===== config.mk =====
export PLATFORM = sky130hd
export DESIGN_NAME = dual_port_pin_mux_io
export DESIGN_NICKNAME = d
export VERILOG_FILES = /design/src/port_mux_pkg.sv /design/src/dual_port_pin_mux_io.sv /design/src/port_bit_mux.sv
export SDC_FILE = /design/constraint.sdc
export NUM_CORES = 1
export LEC_CHECK = 0
export ABC_AREA = 0
export BUFFER_PORTS_ARGS = -buffer_cell sky130_fd_sc_hd__buf_4
export CORE_MARGIN = 2
export CORE_UTILIZATION = 36
export CTS_CLUSTER_DIAMETER = 30
export CTS_CLUSTER_SIZE = 24
export DETAILED_ROUTE_END_ITERATION = 10
export GPL_TIMING_DRIVEN = 1
export PLACE_DENSITY = 0.79
export RECOVER_POWER = 100
export SYNTH_ARGS = -nofsm -noshare
export SYNTH_HDL_FRONTEND = slang
export SYNTH_HIERARCHICAL = 1
export SYNTH_SLANG_ARGS = --single-unit
export TNS_END_PERCENT = 20

===== constraint.sdc =====
create_clock -name clk_in -period 1.5 [get_ports clk_in]
set_input_delay 0 -clock clk_in [delete_from_list [all_inputs] [get_ports clk_in]]
set_output_delay 0 -clock clk_in [all_outputs]
set_load 0.005 [all_outputs]

===== src/port_mux_pkg.sv =====
// package: register map, reset values and mode codes for the two-port pin mux
// assumes: byte-wide registers, one per aligned 32-bit Avalon word
package port_mux_pkg;

	typedef enum logic [1:0] {
		mode_rsvd,
		mode_exp_rom_off,
		mode_exp_rom_on,
		mode_single_chip
	} op_mode_t;

	// printed offsets are not all multiples of four: index * 4 is the byte address
	localparam logic [15:0] port_a_direction_idx  = 16'hFFB5;
	localparam logic [15:0] port_a_data_latch_idx = 16'hFFB7;
	localparam logic [15:0] port_b_direction_idx  = 16'hFFB8;
	localparam logic [15:0] port_b_data_latch_idx = 16'hFFBA;

	localparam logic [7:0] port_a_dir_rst_expanded = 8'h40;
	localparam logic [7:0] port_a_dir_rst_single   = 8'h00;
	localparam logic [7:0] port_a_data_rst         = 8'h00;
	localparam logic [7:0] port_b_dir_rst          = 8'hF8;
	localparam logic [7:0] port_b_data_rst         = 8'hF8;
	localparam logic [7:0] wo_read_value           = 8'hFF;
	localparam logic [7:0] port_b_fixed_mask       = 8'hF8;

	localparam int clock_pin_bit  = 6;
	localparam int wait_pin_bit   = 7;
	localparam logic [1:0] wait_not_used = 2'b01;

endpackage


===== src/dual_port_pin_mux_io.sv =====
// dual_port_pin_mux_io: 8-bit port A and 3-bit port B with alternate functions
// assumes: avalon-mm slave on clk_in, peripherals hand in their alternate values
// assumes: mode and standby inputs stay steady for a cycle around any access
// assumes: pin inputs are already synchronous; no filtering is done here
// limitation: bit 6 of the port A latch is stored but never read back
// hazard: a mode change reaches the pins in the same cycle, with no settling
//
// Behaviour
// - port A direction bit 1 drives pin
// - direction registers read back all ones
// - modes 1-2 hold pin 6 direction at 1
// - port A direction resets 40h or 00h
// - direction kept through software standby
// - port A read: latch or pin by direction
// - port A bit 6 reads pin only
// - port A latch clears, kept in standby
// - pin 7 wait input in modes 1-2 unless not used
// - pin 6 outputs system clock per mode
// - pins 5-3 drive bus strobes in modes 1-2
// - pins 2-1 feed irq 0 and 1
// - pin 0 feeds irq 2 and adc trigger
// - port B direction has three bits, F8h
// - port B bits 7-3 read as one
// - port B latch resets F8h, kept in standby
// - port B read: latch or pin by direction
// - software standby resets serial, pins revert
// - pin B2 serial clock in or out
// - pin B1 receive data while enabled
// - pin B0 transmit data while enabled
`timescale 1ns/1ps
module dual_port_pin_mux_io
	import port_mux_pkg::*;
(
	input  wire logic        clk_in,
	input  wire logic        rst_in,
	input  wire logic        hw_standby_in,
	input  wire logic        sw_standby_in,
	input  wire logic [1:0]  op_mode_in,
	// avalon-mm slave
	input  wire logic [17:0] avs_address_in,
	input  wire logic        avs_read_in,
	input  wire logic        avs_write_in,
	input  wire logic [31:0] avs_writedata_in,
	input  wire logic [3:0]  avs_byteenable_in,
	output logic [31:0]      avs_readdata_out,
	output logic             avs_waitrequest_out,
	output logic [1:0]       avs_response_out,
	// port A pins
	input  wire logic [7:0]  port_a_pin_in,
	output logic [7:0]       port_a_pin_out,
	output logic [7:0]       port_a_pin_oe_out,
	// port B pins
	input  wire logic [2:0]  port_b_pin_in,
	output logic [2:0]       port_b_pin_out,
	output logic [2:0]       port_b_pin_oe_out,
	// alternate functions of port A
	input  wire logic        sys_clock_in,
	input  wire logic        address_strobe_n_in,
	input  wire logic        write_strobe_n_in,
	input  wire logic        read_strobe_n_in,
	input  wire logic        wait_select_high_in,
	input  wire logic        wait_select_low_in,
	input  wire logic        ext_irq0_enable_in,
	input  wire logic        ext_irq1_enable_in,
	input  wire logic        ext_irq2_enable_in,
	input  wire logic        adc_trigger_enable_in,
	output logic             bus_wait_n_out,
	output logic [2:0]       ext_irq_n_out,
	output logic             adc_external_trigger_n_out,
	// alternate functions of port B
	input  wire logic        serial_sync_mode_in,
	input  wire logic        clock_enable_low_in,
	input  wire logic        clock_enable_high_in,
	input  wire logic        receive_enable_in,
	input  wire logic        transmit_enable_in,
	input  wire logic        serial_clock_in,
	input  wire logic        serial_txd_in,
	output logic             serial_clock_out,
	output logic             serial_rxd_out,
	output logic             serial_reset_out
);

	//------------------------------------------------------------
	// mode decode and bus decode
	//------------------------------------------------------------
	logic [7:0]  port_a_dir_ff;
	logic [7:0]  port_a_latch_ff;
	logic [2:0]  port_b_dir_ff;
	logic [2:0]  port_b_latch_ff;
	logic [31:0] avs_readdata_ff;
	logic        rd_done_ff;
	logic        init_req;
	logic        expanded;
	logic [15:0] reg_idx;
	logic        aligned;
	logic        wr_lane0;
	logic [7:0]  wdata;
	logic [7:0]  port_a_rd;
	logic [2:0]  port_b_rd;
	logic [7:0]  a_alt_drive;
	logic [7:0]  a_alt_input;
	logic [7:0]  a_alt_val;
	logic [2:0]  b_alt_drive;
	logic [2:0]  b_alt_input;
	logic [2:0]  b_alt_val;
	logic        wait_used;
	logic        serial_live;
	logic [7:0]  nxt_port_a_dir;
	logic [31:0] nxt_readdata;
	logic        sel_a_dir;
	logic        sel_a_data;
	logic        sel_b_dir;
	logic        sel_b_data;
	logic        wr_a_dir;
	logic        wr_a_data;
	logic        wr_b_dir;
	logic        wr_b_data;

	function automatic logic hit(input logic [15:0] idx, input logic [15:0] target);
		hit = aligned && (idx == target);
	endfunction

	// reset and hardware standby both initialise the registers
	assign init_req = rst_in | hw_standby_in;
	// reserved mode 0 counts as single chip, so no strobes ever appear
	assign expanded = (op_mode_in == mode_exp_rom_off) || (op_mode_in == mode_exp_rom_on);
	assign reg_idx  = avs_address_in[17:2];
	assign aligned  = (avs_address_in[1:0] == 2'b00);
	assign wr_lane0 = avs_write_in & avs_byteenable_in[0];
	assign wdata    = avs_writedata_in[7:0];

	// misaligned or unmapped addresses select nothing: writes drop, reads see zero
	assign sel_a_dir  = hit(reg_idx, port_a_direction_idx);
	assign sel_a_data = hit(reg_idx, port_a_data_latch_idx);
	assign sel_b_dir  = hit(reg_idx, port_b_direction_idx);
	assign sel_b_data = hit(reg_idx, port_b_data_latch_idx);
	// only byte lane 0 carries register data
	assign wr_a_dir   = wr_lane0 & sel_a_dir;
	assign wr_a_data  = wr_lane0 & sel_a_data;
	assign wr_b_dir   = wr_lane0 & sel_b_dir;
	assign wr_b_data  = wr_lane0 & sel_b_data;

	//------------------------------------------------------------
	// registers
	//------------------------------------------------------------
	always_comb begin
		nxt_port_a_dir = wdata;
		if (expanded) begin
			nxt_port_a_dir[clock_pin_bit] = 1'b1;
		end
	end

	// software standby changes nothing here, so contents persist
	always_ff @(posedge clk_in) begin
		if (init_req) begin
			port_a_dir_ff <= expanded ? port_a_dir_rst_expanded : port_a_dir_rst_single;
		end else if (wr_a_dir) begin
			port_a_dir_ff <= nxt_port_a_dir;
		end else if (expanded) begin
			port_a_dir_ff[clock_pin_bit] <= 1'b1;
		end
	end

	// bit 6 is written like the others, but reads always take the pin
	always_ff @(posedge clk_in) begin
		if (init_req) begin
			port_a_latch_ff <= port_a_data_rst;
		end else if (wr_a_data) begin
			port_a_latch_ff <= wdata;
		end
	end

	// port B keeps bits 2-0 only; the fixed ones are rebuilt on read
	always_ff @(posedge clk_in) begin
		if (init_req) begin
			port_b_dir_ff <= port_b_dir_rst[2:0];
		end else if (wr_b_dir) begin
			port_b_dir_ff <= wdata[2:0];
		end
	end

	always_ff @(posedge clk_in) begin
		if (init_req) begin
			port_b_latch_ff <= port_b_data_rst[2:0];
		end else if (wr_b_data) begin
			port_b_latch_ff <= wdata[2:0];
		end
	end

	//------------------------------------------------------------
	// avalon read path
	//------------------------------------------------------------
	// one wait cycle on reads lets the readdata flop settle; writes never wait
	always_comb begin
		nxt_readdata = 32'h0000_0000;
		if (sel_a_dir || sel_b_dir) begin
			nxt_readdata[7:0] = wo_read_value;
		end else if (sel_a_data) begin
			nxt_readdata[7:0] = port_a_rd;
		end else if (sel_b_data) begin
			nxt_readdata[7:0] = port_b_fixed_mask | {5'h00, port_b_rd};
		end
	end

	always_ff @(posedge clk_in) begin
		if (rst_in) begin
			rd_done_ff      <= 1'b0;
			avs_readdata_ff <= 32'h0000_0000;
		end else begin
			rd_done_ff <= avs_read_in & ~rd_done_ff;
			if (avs_read_in && !rd_done_ff) begin
				avs_readdata_ff <= nxt_readdata;
			end
		end
	end

	// readdata holds until the next read, so a slow master still sees it
	// response is always okay: nothing on this bus can fail
	assign avs_readdata_out    = avs_readdata_ff;
	assign avs_waitrequest_out = avs_read_in & ~rd_done_ff;
	assign avs_response_out    = 2'b00;

	//------------------------------------------------------------
	// port A alternate functions
	//------------------------------------------------------------
	// pin 7: wait input only while the wait controller listens to it
	// pin 6: clock out; its direction bit cannot drop in expanded modes
	// pins 5-3: strobes ignore the direction bits in expanded modes
	// pins 2-0: plain port; interrupt and trigger feeds only watch the pin
	logic       clock_pin_drive;
	logic [2:0] strobe_drive;
	logic [2:0] strobe_val;

	// a disabled feed rests high so nothing downstream sees a request
	function automatic logic gated_pin(input logic en, input logic lvl);
		gated_pin = en ? lvl : 1'b1;
	endfunction

	assign wait_used = expanded &&
		({wait_select_high_in, wait_select_low_in} != wait_not_used);
	// clock leaves through the latch-free path whenever its direction is 1
	assign clock_pin_drive = expanded | port_a_dir_ff[clock_pin_bit];
	assign strobe_drive    = {3{expanded}};
	assign strobe_val      = {address_strobe_n_in, write_strobe_n_in, read_strobe_n_in};

	always_comb begin
		a_alt_drive = 8'h00;
		a_alt_input = 8'h00;
		a_alt_val   = 8'h00;
		a_alt_input[wait_pin_bit]  = wait_used;
		a_alt_drive[clock_pin_bit] = clock_pin_drive;
		a_alt_val[clock_pin_bit]   = sys_clock_in;
		a_alt_drive[5:3]           = strobe_drive;
		a_alt_val[5:3]             = strobe_val;
	end

	assign bus_wait_n_out   = gated_pin(wait_used, port_a_pin_in[wait_pin_bit]);
	assign ext_irq_n_out[0] = gated_pin(ext_irq0_enable_in, port_a_pin_in[2]);
	assign ext_irq_n_out[1] = gated_pin(ext_irq1_enable_in, port_a_pin_in[1]);
	assign ext_irq_n_out[2] = gated_pin(ext_irq2_enable_in, port_a_pin_in[0]);
	assign adc_external_trigger_n_out =
		gated_pin(adc_trigger_enable_in, port_a_pin_in[0]);

	//------------------------------------------------------------
	// port B alternate functions
	//------------------------------------------------------------
	// standby resets the serial unit; pins then fall back to the port
	assign serial_live      = ~sw_standby_in & ~init_req;
	assign serial_reset_out = ~serial_live;

	logic sclk_is_input;
	logic sclk_is_output;
	logic rxd_is_input;
	logic txd_is_output;

	// an external clock wins over the internal one when both enables are set
	assign sclk_is_input  = clock_enable_high_in;
	assign sclk_is_output = ~clock_enable_high_in &
		(serial_sync_mode_in | clock_enable_low_in);
	// pin B1 only listens while receiving; B0 only drives while sending
	assign rxd_is_input   = receive_enable_in;
	assign txd_is_output  = transmit_enable_in;

	always_comb begin
		b_alt_drive = 3'b000;
		b_alt_input = 3'b000;
		b_alt_val   = {serial_clock_in, 1'b0, serial_txd_in};
		if (serial_live) begin
			b_alt_input[2] = sclk_is_input;
			b_alt_drive[2] = sclk_is_output;
			b_alt_input[1] = rxd_is_input;
			b_alt_drive[0] = txd_is_output;
		end
	end

	assign serial_clock_out = gated_pin(b_alt_input[2], port_b_pin_in[2]);
	assign serial_rxd_out   = gated_pin(b_alt_input[1], port_b_pin_in[1]);

	//------------------------------------------------------------
	// per-pin muxes
	//------------------------------------------------------------
	logic [7:0] port_a_rd_raw;

	for (genvar i = 0; i < 8; i++) begin : g_port_a
		port_bit_mux u_bit (
			.dir_in       (port_a_dir_ff[i]),
			.latch_in     (port_a_latch_ff[i]),
			.pin_in       (port_a_pin_in[i]),
			.alt_drive_in (a_alt_drive[i]),
			.alt_input_in (a_alt_input[i]),
			.alt_val_in   (a_alt_val[i]),
			.pin_out      (port_a_pin_out[i]),
			.pin_oe_out   (port_a_pin_oe_out[i]),
			.rd_out       (port_a_rd_raw[i])
		);
	end

	// bit 6 reads the pin even with direction 1, so its latch bit stays unseen
	always_comb begin
		port_a_rd = port_a_rd_raw;
		port_a_rd[clock_pin_bit] = port_a_pin_in[clock_pin_bit];
	end

	for (genvar j = 0; j < 3; j++) begin : g_port_b
		port_bit_mux u_bit (
			.dir_in       (port_b_dir_ff[j]),
			.latch_in     (port_b_latch_ff[j]),
			.pin_in       (port_b_pin_in[j]),
			.alt_drive_in (b_alt_drive[j]),
			.alt_input_in (b_alt_input[j]),
			.alt_val_in   (b_alt_val[j]),
			.pin_out      (port_b_pin_out[j]),
			.pin_oe_out   (port_b_pin_oe_out[j]),
			.rd_out       (port_b_rd[j])
		);
	end

endmodule


===== src/port_bit_mux.sv =====
// port_bit_mux: one pin's output mux, enable and read-back selection
// assumes: override controls are resolved by the caller
`timescale 1ns/1ps
module port_bit_mux (
	input  wire logic dir_in,
	input  wire logic latch_in,
	input  wire logic pin_in,
	input  wire logic alt_drive_in,
	input  wire logic alt_input_in,
	input  wire logic alt_val_in,
	output logic      pin_out,
	output logic      pin_oe_out,
	output logic      rd_out
);
	// alternate output wins; alternate input forces release
	assign pin_out    = alt_drive_in ? alt_val_in : latch_in;
	assign pin_oe_out = alt_drive_in | (~alt_input_in & dir_in);
	// read-back follows direction even for alternate-function pins
	assign rd_out     = dir_in ? latch_in : pin_in;
endmodule


# Word level (Yosys, flattened, before mapping)
# Cells that the tools add are included.
# word_totals
regBits	31
in_bits	90
output_inout_bits	65
wordCells	90
# classes
n_eq_ne	7
n_mux	36
bitwise_logic	28
reduce_logical	12
# op_table
operator	count
$eq A16 B16 Y1 const B	4
$mux W8	4
$mux W1	29
$and A1 B1 Y1	11
$or A1 B1 Y1	9
$not A1 Y1	8
$mux W7	1
$logic_and A1 B1 Y1	6
$mux W6	1
$reduce_bool A3 Y1	1
$eq A2 B1 Y1 const B	1
$eq A2 B2 Y1 const B	1
$logic_not A2 Y1	1
$logic_or A1 B1 Y1	2
$mux W2	1
$ne A2 B1 Y1 const B	1
$reduce_bool A2 Y1	1
$logic_not A1 Y1	1

# Logic depth before layout (Yosys ltp)
# Gate-level depths: netlist of the first run.
# depth
ltp_word	7
depth_mapped	5
ltp_nobuf	5

# Cells and area by module
# The synthesis of the first run kept the hierarchy.
# modules_own_cells
mod	n_inst	cells_each	area_each_um2	seq_area_each_um2
dual_port_pin_mux_io	1	204	1722.9	700.7
port_bit_mux	11	4	38.8	0.0

# Least setup slack after synthesis of the first run
# Ideal clock, no wire load.
# synth_timing
path_kind	input -> register
start	in avs_address_in[0]
end	reg port_a_dir_ff[0], enable pin
setup_ns	0.323
t_arrival_ns	1.142
t_required_ns	1.177
path_slack_ns	0.034
path_stages	5
n_path_buf	1
path_cell_list	nand4bb_4 -> nor4_2 -> buf_2 -> nand3_1 -> nand2_1
# synth_between
elab_chain_len	4
# synth_rtl
item	line	rtl
start, declared	dual_port_pin_mux_io.sv:40	input wire logic [17:0] avs_address_in,
$logic_not A2 Y1	dual_port_pin_mux_io.sv:128	assign aligned = (avs_address_in[1:0] == 2'b00);
$logic_and A1 B1 Y1	dual_port_pin_mux_io.sv:120	hit = aligned && (idx == target);
$and A1 B1 Y1	dual_port_pin_mux_io.sv:138	assign wr_a_dir = wr_lane0 & sel_a_dir;
$reduce_bool A2 Y1 (no line)	-	
end signal, assigned	dual_port_pin_mux_io.sv:156	port_a_dir_ff <= expanded ? port_a_dir_rst_expanded : port_a_dir_rst_single;
end signal, assigned	dual_port_pin_mux_io.sv:158	port_a_dir_ff <= nxt_port_a_dir;
end, declared	dual_port_pin_mux_io.sv:86	logic [7:0] port_a_dir_ff;
# Every way passes these cells.
# A chain may end at the register's enable or synchronous reset.

# Final worst setup path of the first run
# layout_timing
start	in hw_standby_in
end	out port_b_pin_out[2]
# layout_between
elab_chain_len	5
# layout_rtl
item	line	rtl
start, declared	dual_port_pin_mux_io.sv:36	input wire logic hw_standby_in,
$or A1 B1 Y1	dual_port_pin_mux_io.sv:124	assign init_req = rst_in | hw_standby_in;
$not A1 Y1	dual_port_pin_mux_io.sv:268	assign serial_live = ~sw_standby_in & ~init_req;
$and A1 B1 Y1	dual_port_pin_mux_io.sv:268	
$mux W1	dual_port_pin_mux_io.sv:288	if (serial_live) begin
net b_alt_drive[2]	dual_port_pin_mux_io.sv:103	logic [2:0] b_alt_drive;
$mux W1	port_bit_mux.sv:16	assign pin_out = alt_drive_in ? alt_val_in : latch_in;
end, declared	dual_port_pin_mux_io.sv:54	output logic [2:0] port_b_pin_out,
# The timed path passes the listed nets, and every way through them passes these cells.

==> results.cfg, run 1 <==
[run_status]
status = complete, no violations

[sta]
whs_ns = 0.005559
fmax_ghz = 0.7273
skew_ns = 0.01275
slew_viol_final = 0
period_minus_slack_ns = 1.375
finalCritPeriodShare_pct = 91.67
rsz0062_at_grt = false
finalHoldViolCount = 0
final-setup-viol-count = 0
fin_setup_tns_ns = 0

[die]
die_h_um = 81
start_util_pct = 36.70
fp.dieArea_um2 = 6561
ios = 155
die_w_um = 81
core_um2 = 5816
num_rows = 28

[detailed_routing]
dr.pass1.iters = 4
wl_met3_um = 494
met1_length_mm = 2.174
drc = 0
wl_met2_mm = 2.905
wl_mm = 5.689
drt_iter0_drc = 134
maxUsedRoutingLayer = met4
viasPerCell = 4.678
vias = 2138
ant_nets = 0
routedWlPerCell_um = 12.45

[critical_path]
path_class = input pin to primary output
critPathLaunchType = input pin
slowest_stage = mux2_1
cp_num_buf_inv = 3
crit_path_max_fanout = 2
arrival_ns = 1.38
crit_path_cell_trace = buf_4 -> or2_2 -> nor2_1 -> inv_1 -> nor3_1 -> mux2_1 -> clkbuf_4
max_stage_delay_ns = 0.35
cp_top_family = simple AND/OR/NAND/NOR gates
endpoint_kind = primary output
required_ns = 1.50

[synthesis]
syn_inst = 247
yosysWarnings = 6
avgSynthCellArea_um2 = 8.642
synth_area_um2 = 2135

[clocking]
h-tree-depth = 2
cts_root_buffer = clkbuf_8
cts_tree = done
cts_setup_buffers = 0
clk_pin_slew_worst_paths_ns = 0.07
cts_buffers = 5
clock_tree.buffer_depth = 2
worstSkewPairLatency_ns = 0.29
cts.sinks = 31

[cells_and_area]
area_growth_pct = 46.54
drive_gt1_share_pct = 34.82
fillers = 591
num_antenna_cells = 0
nets = 471
fin_cells = 457

[grt]
grt_pass1_vias = 2010
grt_pass1_wl_mm = 9.094
grt_max_degree = 23
overflow = 0
antenna_found_initial = 0
grt_use_total_pct = 17.98

[power_and_ir_drop]
power-per-cell-area_nw_per_um2 = 655.9
p_total_mw = 2.052
ir_drop_v = 0.0003341
leakagePower_nw = 1.465

[place]
place_hpwl_mm = 4.749
routabilityCongestion = 0.8173
port_buffers = 101
dp.cells = 442

[min_path]
hp-class = input pin to flop

[flow_run]
maxCapViolCount = 0
==> metal layers <==
metal	vias to the layer above	GRT usage [%]
met1	963	20.86
li1	1060	-
met4	0	5.932
met3	13	4.778
met5	-	0
met2	102	31.98
==> cells in the final DEF (no fill, tap or decap), drive strengths merged, types with 3 or more instances in the layout <==
master / count
o211ai: 5
nand2: 16
dlygate4sd3: 7
edfxtp: 8
a21o: 11
mux2: 21
mux2i: 3
a21oi: 22
nor2: 5
o21ai: 12
nor3: 3
conb: 49
nand2b: 9
buf: 72
clkbuf: 46
and2: 7
nand4: 18
inv: 23
dfxtp: 23
o21bai: 3
a31oi: 3
==> worst paths after layout <==
check             cells after the start                               end                             start  slack, ns
hold reg to reg                       2  avs_readdata_out[7]$_SDFFE_PP0P_  avs_readdata_out[7]$_SDFFE_PP0P_       0.46
setup reg to reg                      5  avs_readdata_out[4]$_SDFFE_PP0P_    port_a_dir_ff[4]$_SDFFCE_PP0P_       0.24
setup / recovery                      7                 port_b_pin_out[2]                     hw_standby_in       0.12
hold / removal                        3  avs_readdata_out[0]$_SDFFE_PP0P_                            rst_in      0.006
==> power by group <==
group,switching (mW),leakage [nW],internal [mW]
registers,0.0173,0.271,0.886
clock network,0.312,0.0482,0.370
logic,0.194,1.15,0.272
==> timing repair <==
| item | CTS | global route |
|---|---|---|
| hold buffers | 7 | 0 |
| resized for setup | 0 | 0 |
| hold endpoints to repair | 13 | 0 |
==> tightest hold or removal path: stages <==
cell      delay (ns)
buf_4           0.10
o21bai_1        0.10
a31oi_1         0.05
==> registers in the layout (all words and copies together), names as in the netlist <==
signal and cells:
avs_readdata_out 8, port_a_dir_ff 8, port_a_latch_ff 8, rd_done_ff 1, port_b_latch_ff 3, port_b_dir_ff 3
==> area by class of cell <==
cell class	instances	area, µm²	area share (%)
sequential	31	700.7	22.40
inverter	23	86.33	2.760
clock buffer	7	86.33	2.760
tap	75	93.84	3.000
multi-input combinational	202	1282	41.00
clock inverter	1	5.005	0.1600
timing repair buffer	118	873.3	27.92
==> metrics by stage <==
| step | cell area (µm²) | setup WS, ns | util [%] |
|---|---|---|---|
| 2_1_floorplan | 2315 | 0.03411 | - |
| 3_3_place_gp | 3004 | 0.03312 | 51.66 |
| 3_5_place_dp | 3004 | -0.03481 | 51.66 |
| 4_1_cts | 3166 | 0.1109 | 54.43 |
| 5_1_grt | 3128 | 0.01968 | 53.79 |
| 6_report | 3128 | 0.1250 | 53.79 |
No activity file was read; power rests on OpenSTA's default activity.
==> inputs of run 2 (changes only) <==
--- a/config.mk
+++ b/config.mk
@@ -15,6 +15,7 @@
 export GPL_TIMING_DRIVEN = 1
 export PLACE_DENSITY = 0.79
 export RECOVER_POWER = 100
+export REMOVE_ABC_BUFFERS = 1
 export SYNTH_ARGS = -nofsm -noshare
 export SYNTH_HDL_FRONTEND = slang
 export SYNTH_HIERARCHICAL = 1
==> run 2 against run 1 <==
Clock skew is 0.0077 ns lower; fmax shrank 0.88%; wire length is 3.3% higher; register-to-register slack barely moved; first-iteration DRC count fell by 16%; non-clock buffer count grew 2; clock-buffer cell count stayed put; worst setup slack worse by 0.012 ns; critical path type unchanged.
==> results.cfg, run 2 (synthesis results as in run 1) <==
[run_status]
status = complete, no violations

[grt]
grt_pass1_vias = 1957
grt_max_degree = 23
grt_pass1_wl_mm = 9.045
overflow = 0
antenna_found_initial = 0
grt_use_total_pct = 17.98

[die]
core_um2 = 5816
num_rows = 28
die_h_um = 81
ios = 155
die_w_um = 81
start_util_pct = 36.70
fp.dieArea_um2 = 6561

[critical_path]
endpoint_kind = primary output
crit_path_cell_trace = buf_4 -> or2_2 -> nor2_1 -> inv_1 -> nor3_1 -> mux2_1 -> clkbuf_4
arrival_ns = 1.39
cp_num_buf_inv = 3
critPathLaunchType = input pin
max_stage_delay_ns = 0.35
path_class = input pin to primary output
required_ns = 1.50
cp_top_family = simple AND/OR/NAND/NOR gates
crit_path_max_fanout = 2
slowest_stage = mux2_1

[detailed_routing]
routedWlPerCell_um = 12.81
dr.pass1.iters = 4
wl_mm = 5.878
drt_iter0_drc = 113
drc = 0
ant_nets = 0
viasPerCell = 4.773
vias = 2191

[clocking]
h-tree-depth = 2
cts-resized-gates = 0
clock_tree.buffer_depth = 2
cts_buffers = 5
cts_setup_buffers = 0
clk_pin_slew_worst_paths_ns = 0.07
cts.sinks = 31
postCtsHoldBufs = 5
cts_root_buffer = clkbuf_8
cts_tree = done
worstSkewPairLatency_ns = 0.28

[sta]
skew_ns = 0.005027
final-setup-viol-count = 0
fmax_ghz = 0.7208
period_minus_slack_ns = 1.387
rsz0062_at_grt = false
finalHoldViolCount = 0
slew_viol_final = 0
fin_setup_tns_ns = 0
finalCritPeriodShare_pct = 92.48

[cells_and_area]
num_antenna_cells = 0
layout_common_cells = buf_4, conb_1, clkbuf_4
nets = 473
layout_commonest_cell = buf_4
drive_gt1_share_pct = 36.46
area_growth_pct = 48.42
final_util_pct = 54.47

[power_and_ir_drop]
power-per-cell-area_nw_per_um2 = 680.8
ir_drop_v = 0.0003385
switching_share_pct = 24.38
p_comb_share_pct = 21.8
power.share.sequential_pct = 41.8
clkPwrFrac_pct = 36.4
leakagePower_nw = 1.485
p_switching_mw = 0.5258
internal-power_mw = 1.631

[min_path]
hp-class = input pin to flop

[place]
port_buffers = 101
routabilityCongestion = 0.8580
place_hpwl_mm = 4.856

[flow_run]
maxCapViolCount = 0
run 2: worst reg2reg max path, delay by kind of cell, from the launching register on:
family,cells,cell delay [ns]
DFF,1,0.30
AOI/OAI and AO/OA,2,0.32
buffers and inverters,1,0.29
and+or+nand+nor,1,0.23
run 2: cell type report:
class / instances / area, µm²
fill: 593 / 2648
multi-input combinational: 202 / 1277
timing repair buffer: 120 / 897.1
sequential: 31 / 700.7
clock buffer: 7 / 107.6
tap: 75 / 93.84
inverter: 23 / 86.33
clock inverter: 1 / 5.005
run 2: through the flow:
step	setup WS (ns)	hold slack (ns)	cell area [µm²]	total power, mW	cells
CTS	0.1013	0.004066	3209	2.181	459
floorplan	-0.5796	0.04811	2068	1.111	256
global placement	0.02568	0.2412	3047	1.385	446
finish	0.1127	0.007605	3168	2.157	459
detailed placement	-0.01756	0.2435	3047	1.397	446
global route	0.04102	0.01040	3168	2.263	459
run 2: power by group through the flow:
stage	Combinational [mW]	Sequential, mW	Clock, mW
2_1_floorplan	0.193	0.918	0
3_3_place_gp	0.465	0.920	0
3_5_place_dp	0.476	0.921	0
4_1_cts	0.489	0.902	0.790
5_1_grt	0.519	0.905	0.839
6_report	0.470	0.902	0.785
run 2: routing by layer:
layer	part of all wire (%)	up-vias	global-route usage, %	wire (µm)
met5	0	-	0	0
met4	2.6	0	7.119	155
met3	11	13	5.333	618
met2	49	123	31.40	2871
met1	38	991	20.52	2233
li1	-	1064	-	-
run 2: path summary, 6_finish.rpt:
check | startpoint | slack (ns) | cells after the start | to
worst max-delay path | hw_standby_in | 0.11 | 7 | port_b_pin_out[2]
worst min-delay path | avs_writedata_in[0] | 0.008 | 3 | port_a_latch_ff[0]$_SDFFE_PP0P_
worst max register to register | rd_done_ff$_SDFF_PP0_ | 0.24 | 4 | avs_readdata_out[0]$_SDFFE_PP0P_
worst min register to register | avs_readdata_out[4]$_SDFFE_PP0P_ | 0.46 | 2 | avs_readdata_out[4]$_SDFFE_PP0P_
==> inputs of run 3 (changes only) <==
--- a/config.mk
+++ b/config.mk
@@ -5,15 +5,15 @@
 export SDC_FILE = /design/constraint.sdc
 export NUM_CORES = 1
 export LEC_CHECK = 0
-export ABC_AREA = 0
+export ABC_AREA = 1
 export BUFFER_PORTS_ARGS = -buffer_cell sky130_fd_sc_hd__buf_4
 export CORE_MARGIN = 2
-export CORE_UTILIZATION = 36
+export CORE_UTILIZATION = 38
 export CTS_CLUSTER_DIAMETER = 30
 export CTS_CLUSTER_SIZE = 24
 export DETAILED_ROUTE_END_ITERATION = 10
 export GPL_TIMING_DRIVEN = 1
-export PLACE_DENSITY = 0.79
+export PLACE_DENSITY = 0.81
 export RECOVER_POWER = 100
 export REMOVE_ABC_BUFFERS = 1
 export SYNTH_ARGS = -nofsm -noshare
==> run 3 against run 2 <==
Combinational power up 0.9%; worst setup slack improved by 0.098 ns; critical path depth increased by 3; clock skew rose by 0.0022 ns; sequential power rose by 1%; largest power group unchanged; highest routed layer unchanged.
==> results.cfg, run 3 <==
[grt]
grt_max_degree = 17
grt_pass1_vias = 2191
antenna_found_initial = 0
grt_use_total_pct = 16.76
grt_pass1_wl_mm = 8.756
overflow = 0

[detailed_routing]
wl_mm = 5.390
viasPerCell = 4.025
dr.pass1.iters = 4
ant_nets = 0
drc = 0
drt_iter0_drc = 78
vias = 2427
routedWlPerCell_um = 8.939

[critical_path]
slowest_stage = nand3_2
cp_num_buf_inv = 3
crit_path_max_fanout = 16
max_stage_delay_ns = 0.34
rrSetupSlack_ns = 0.39
crit_path_cell_trace = clkbuf_4 -> inv_1 -> nand2_1 -> nor2_1 -> nand2_1 -> nor2_8 -> clkbuf_2 -> nand3_2 -> nor2_1 -> nor2_1
critPathLaunchType = input pin
critPathMostFrequentCell = nor2_1
cp_top_family = simple AND/OR/NAND/NOR gates
required_ns = 1.66
path_class = input pin to flop
endpoint_kind = flop
arrival_ns = 1.45

[place]
routabilityCongestion = 0.7901
placed_cell_area_um2 = 3132
pre_cts_slack_ns = 0.1553
place_hpwl_mm = 4.535
dp.cells = 585
port_buffers = 101

[sta]
tightestPinTransition_ns = 0.6287
fin_ws_ns = 0.2106
finalCritPeriodShare_pct = 85.96
rsz0062_at_grt = false
final-setup-viol-count = 0
fin_setup_tns_ns = 0
slew_viol_final = 0
finalHoldViolCount = 0
slew_headroom_pct = 57.95
fmax_ghz = 0.7756
period_minus_slack_ns = 1.289
whs_ns = 0.006522
skew_ns = 0.007195

[synthesis]
avgSynthCellArea_um2 = 5.894
synth_area_um2 = 2263
syn_inst = 384
yosysWarnings = 6

[run_status]
status = complete, no violations

[cells_and_area]
final_util_pct = 55.69
num_antenna_cells = 0
area_growth_pct = 43.95
layout_commonest_cell = nand2_1
stdcell_area_um2 = 3258
fillers = 595
nets = 617
drive_gt1_share_pct = 22.16
fin_cells = 603
layout_common_cells = nand2_1, inv_1, nor2_1

[die]
start_util_pct = 38.69
die_h_um = 81.18
num_rows = 28
ios = 155
fp.dieArea_um2 = 6589
die_w_um = 81.18
core_um2 = 5851

[power_and_ir_drop]
internal-power_mw = 1.462
leakagePower_nw = 1.909
power-per-cell-area_nw_per_um2 = 614.8
p_total_mw = 2.003
p_switching_mw = 0.5411
power.share.sequential_pct = 45.7
switching_share_pct = 27.01
clkPwrFrac_pct = 30.7
p_comb_share_pct = 23.6
ir_drop_v = 0.0004154

[clocking]
cts_root_buffer = clkbuf_8
cts.sinks = 31
h-tree-depth = 2
cts-resized-gates = 0
clock_tree.buffer_depth = 2
cts_buffers = 5
worstSkewPairLatency_ns = 0.28
clk_pin_slew_worst_paths_ns = 0.07
cts_tree = done

[flow_run]
maxCapViolCount = 0

[min_path]
hp-class = input pin to flop
==> run 3: cell types whose count changed in the layout (fill, tap and decap cells not counted), sizes merged, moves of 11 or more <==
cell   before  now
a21o       11    0
a21oi      22    1
buf        74   59
inv        23   77
mux2       21    0
nand2      16  147
nand3       2   15
nand4      18    0
nor2        5   70
==> run 3: power by group through the flow <==
stage | registers (mW) | clock network [mW] | logic [mW]
floorplan | 0.930 | 0 | 0.193
global placement | 0.932 | 0 | 0.465
detailed placement | 0.935 | 0 | 0.474
CTS | 0.917 | 0.632 | 0.496
global route | 0.919 | 0.669 | 0.541
finish | 0.915 | 0.614 | 0.474
==> run 3: cell type report <==
type	instances	area (µm²)	area share [%]
multi-input cells	295	1207	37.06
repair buffers	116	879.6	27.00
flip-flops and latches	31	700.7	21.51
inverters	78	292.8	8.986
well taps	75	93.84	2.880
clock buffers	5	68.82	2.112
clock inverters	3	15.01	0.4608
==> run 3: worst min-delay path, delay by kind of cell <==
kind	cells	cell delay (ns)
buffers and inverters	1	0.09
AND/OR/NAND/NOR	3	0.15
==> run 3: final timing paths <==
| path | cells after the start | end | startpoint |
|---|---|---|---|
| worst min register to register | 4 | port_a_latch_ff[6]$_SDFFE_PP0P_ | port_a_latch_ff[6]$_SDFFE_PP0P_ |
| worst min-delay path | 4 | port_a_latch_ff[0]$_SDFFE_PP0P_ | hw_standby_in |
| worst max register to register | 2 | rd_done_ff$_SDFF_PP0_ | rd_done_ff$_SDFF_PP0_ |
| worst max-delay path | 10 | port_a_latch_ff[5]$_SDFFE_PP0P_ | avs_address_in[8] |
==> run 3: repair_timing <==
action                                 in CTS  in global routing
hold buffers                               10                  0
buffers inserted                            0                  0
endpoints found under the hold margin      14                  0
==> run 3: metal layers <==
layer  part of all wire, %  up-vias  wire, µm  GRT usage (%)
li1                      -     1323         -              -
met1                    42     1036      2241          18.72
met2                    53       66      2863          32.23
met3                   5.1        2       277          4.111
met4                  0.15        0         8          2.881
met5                     0        -         0              0
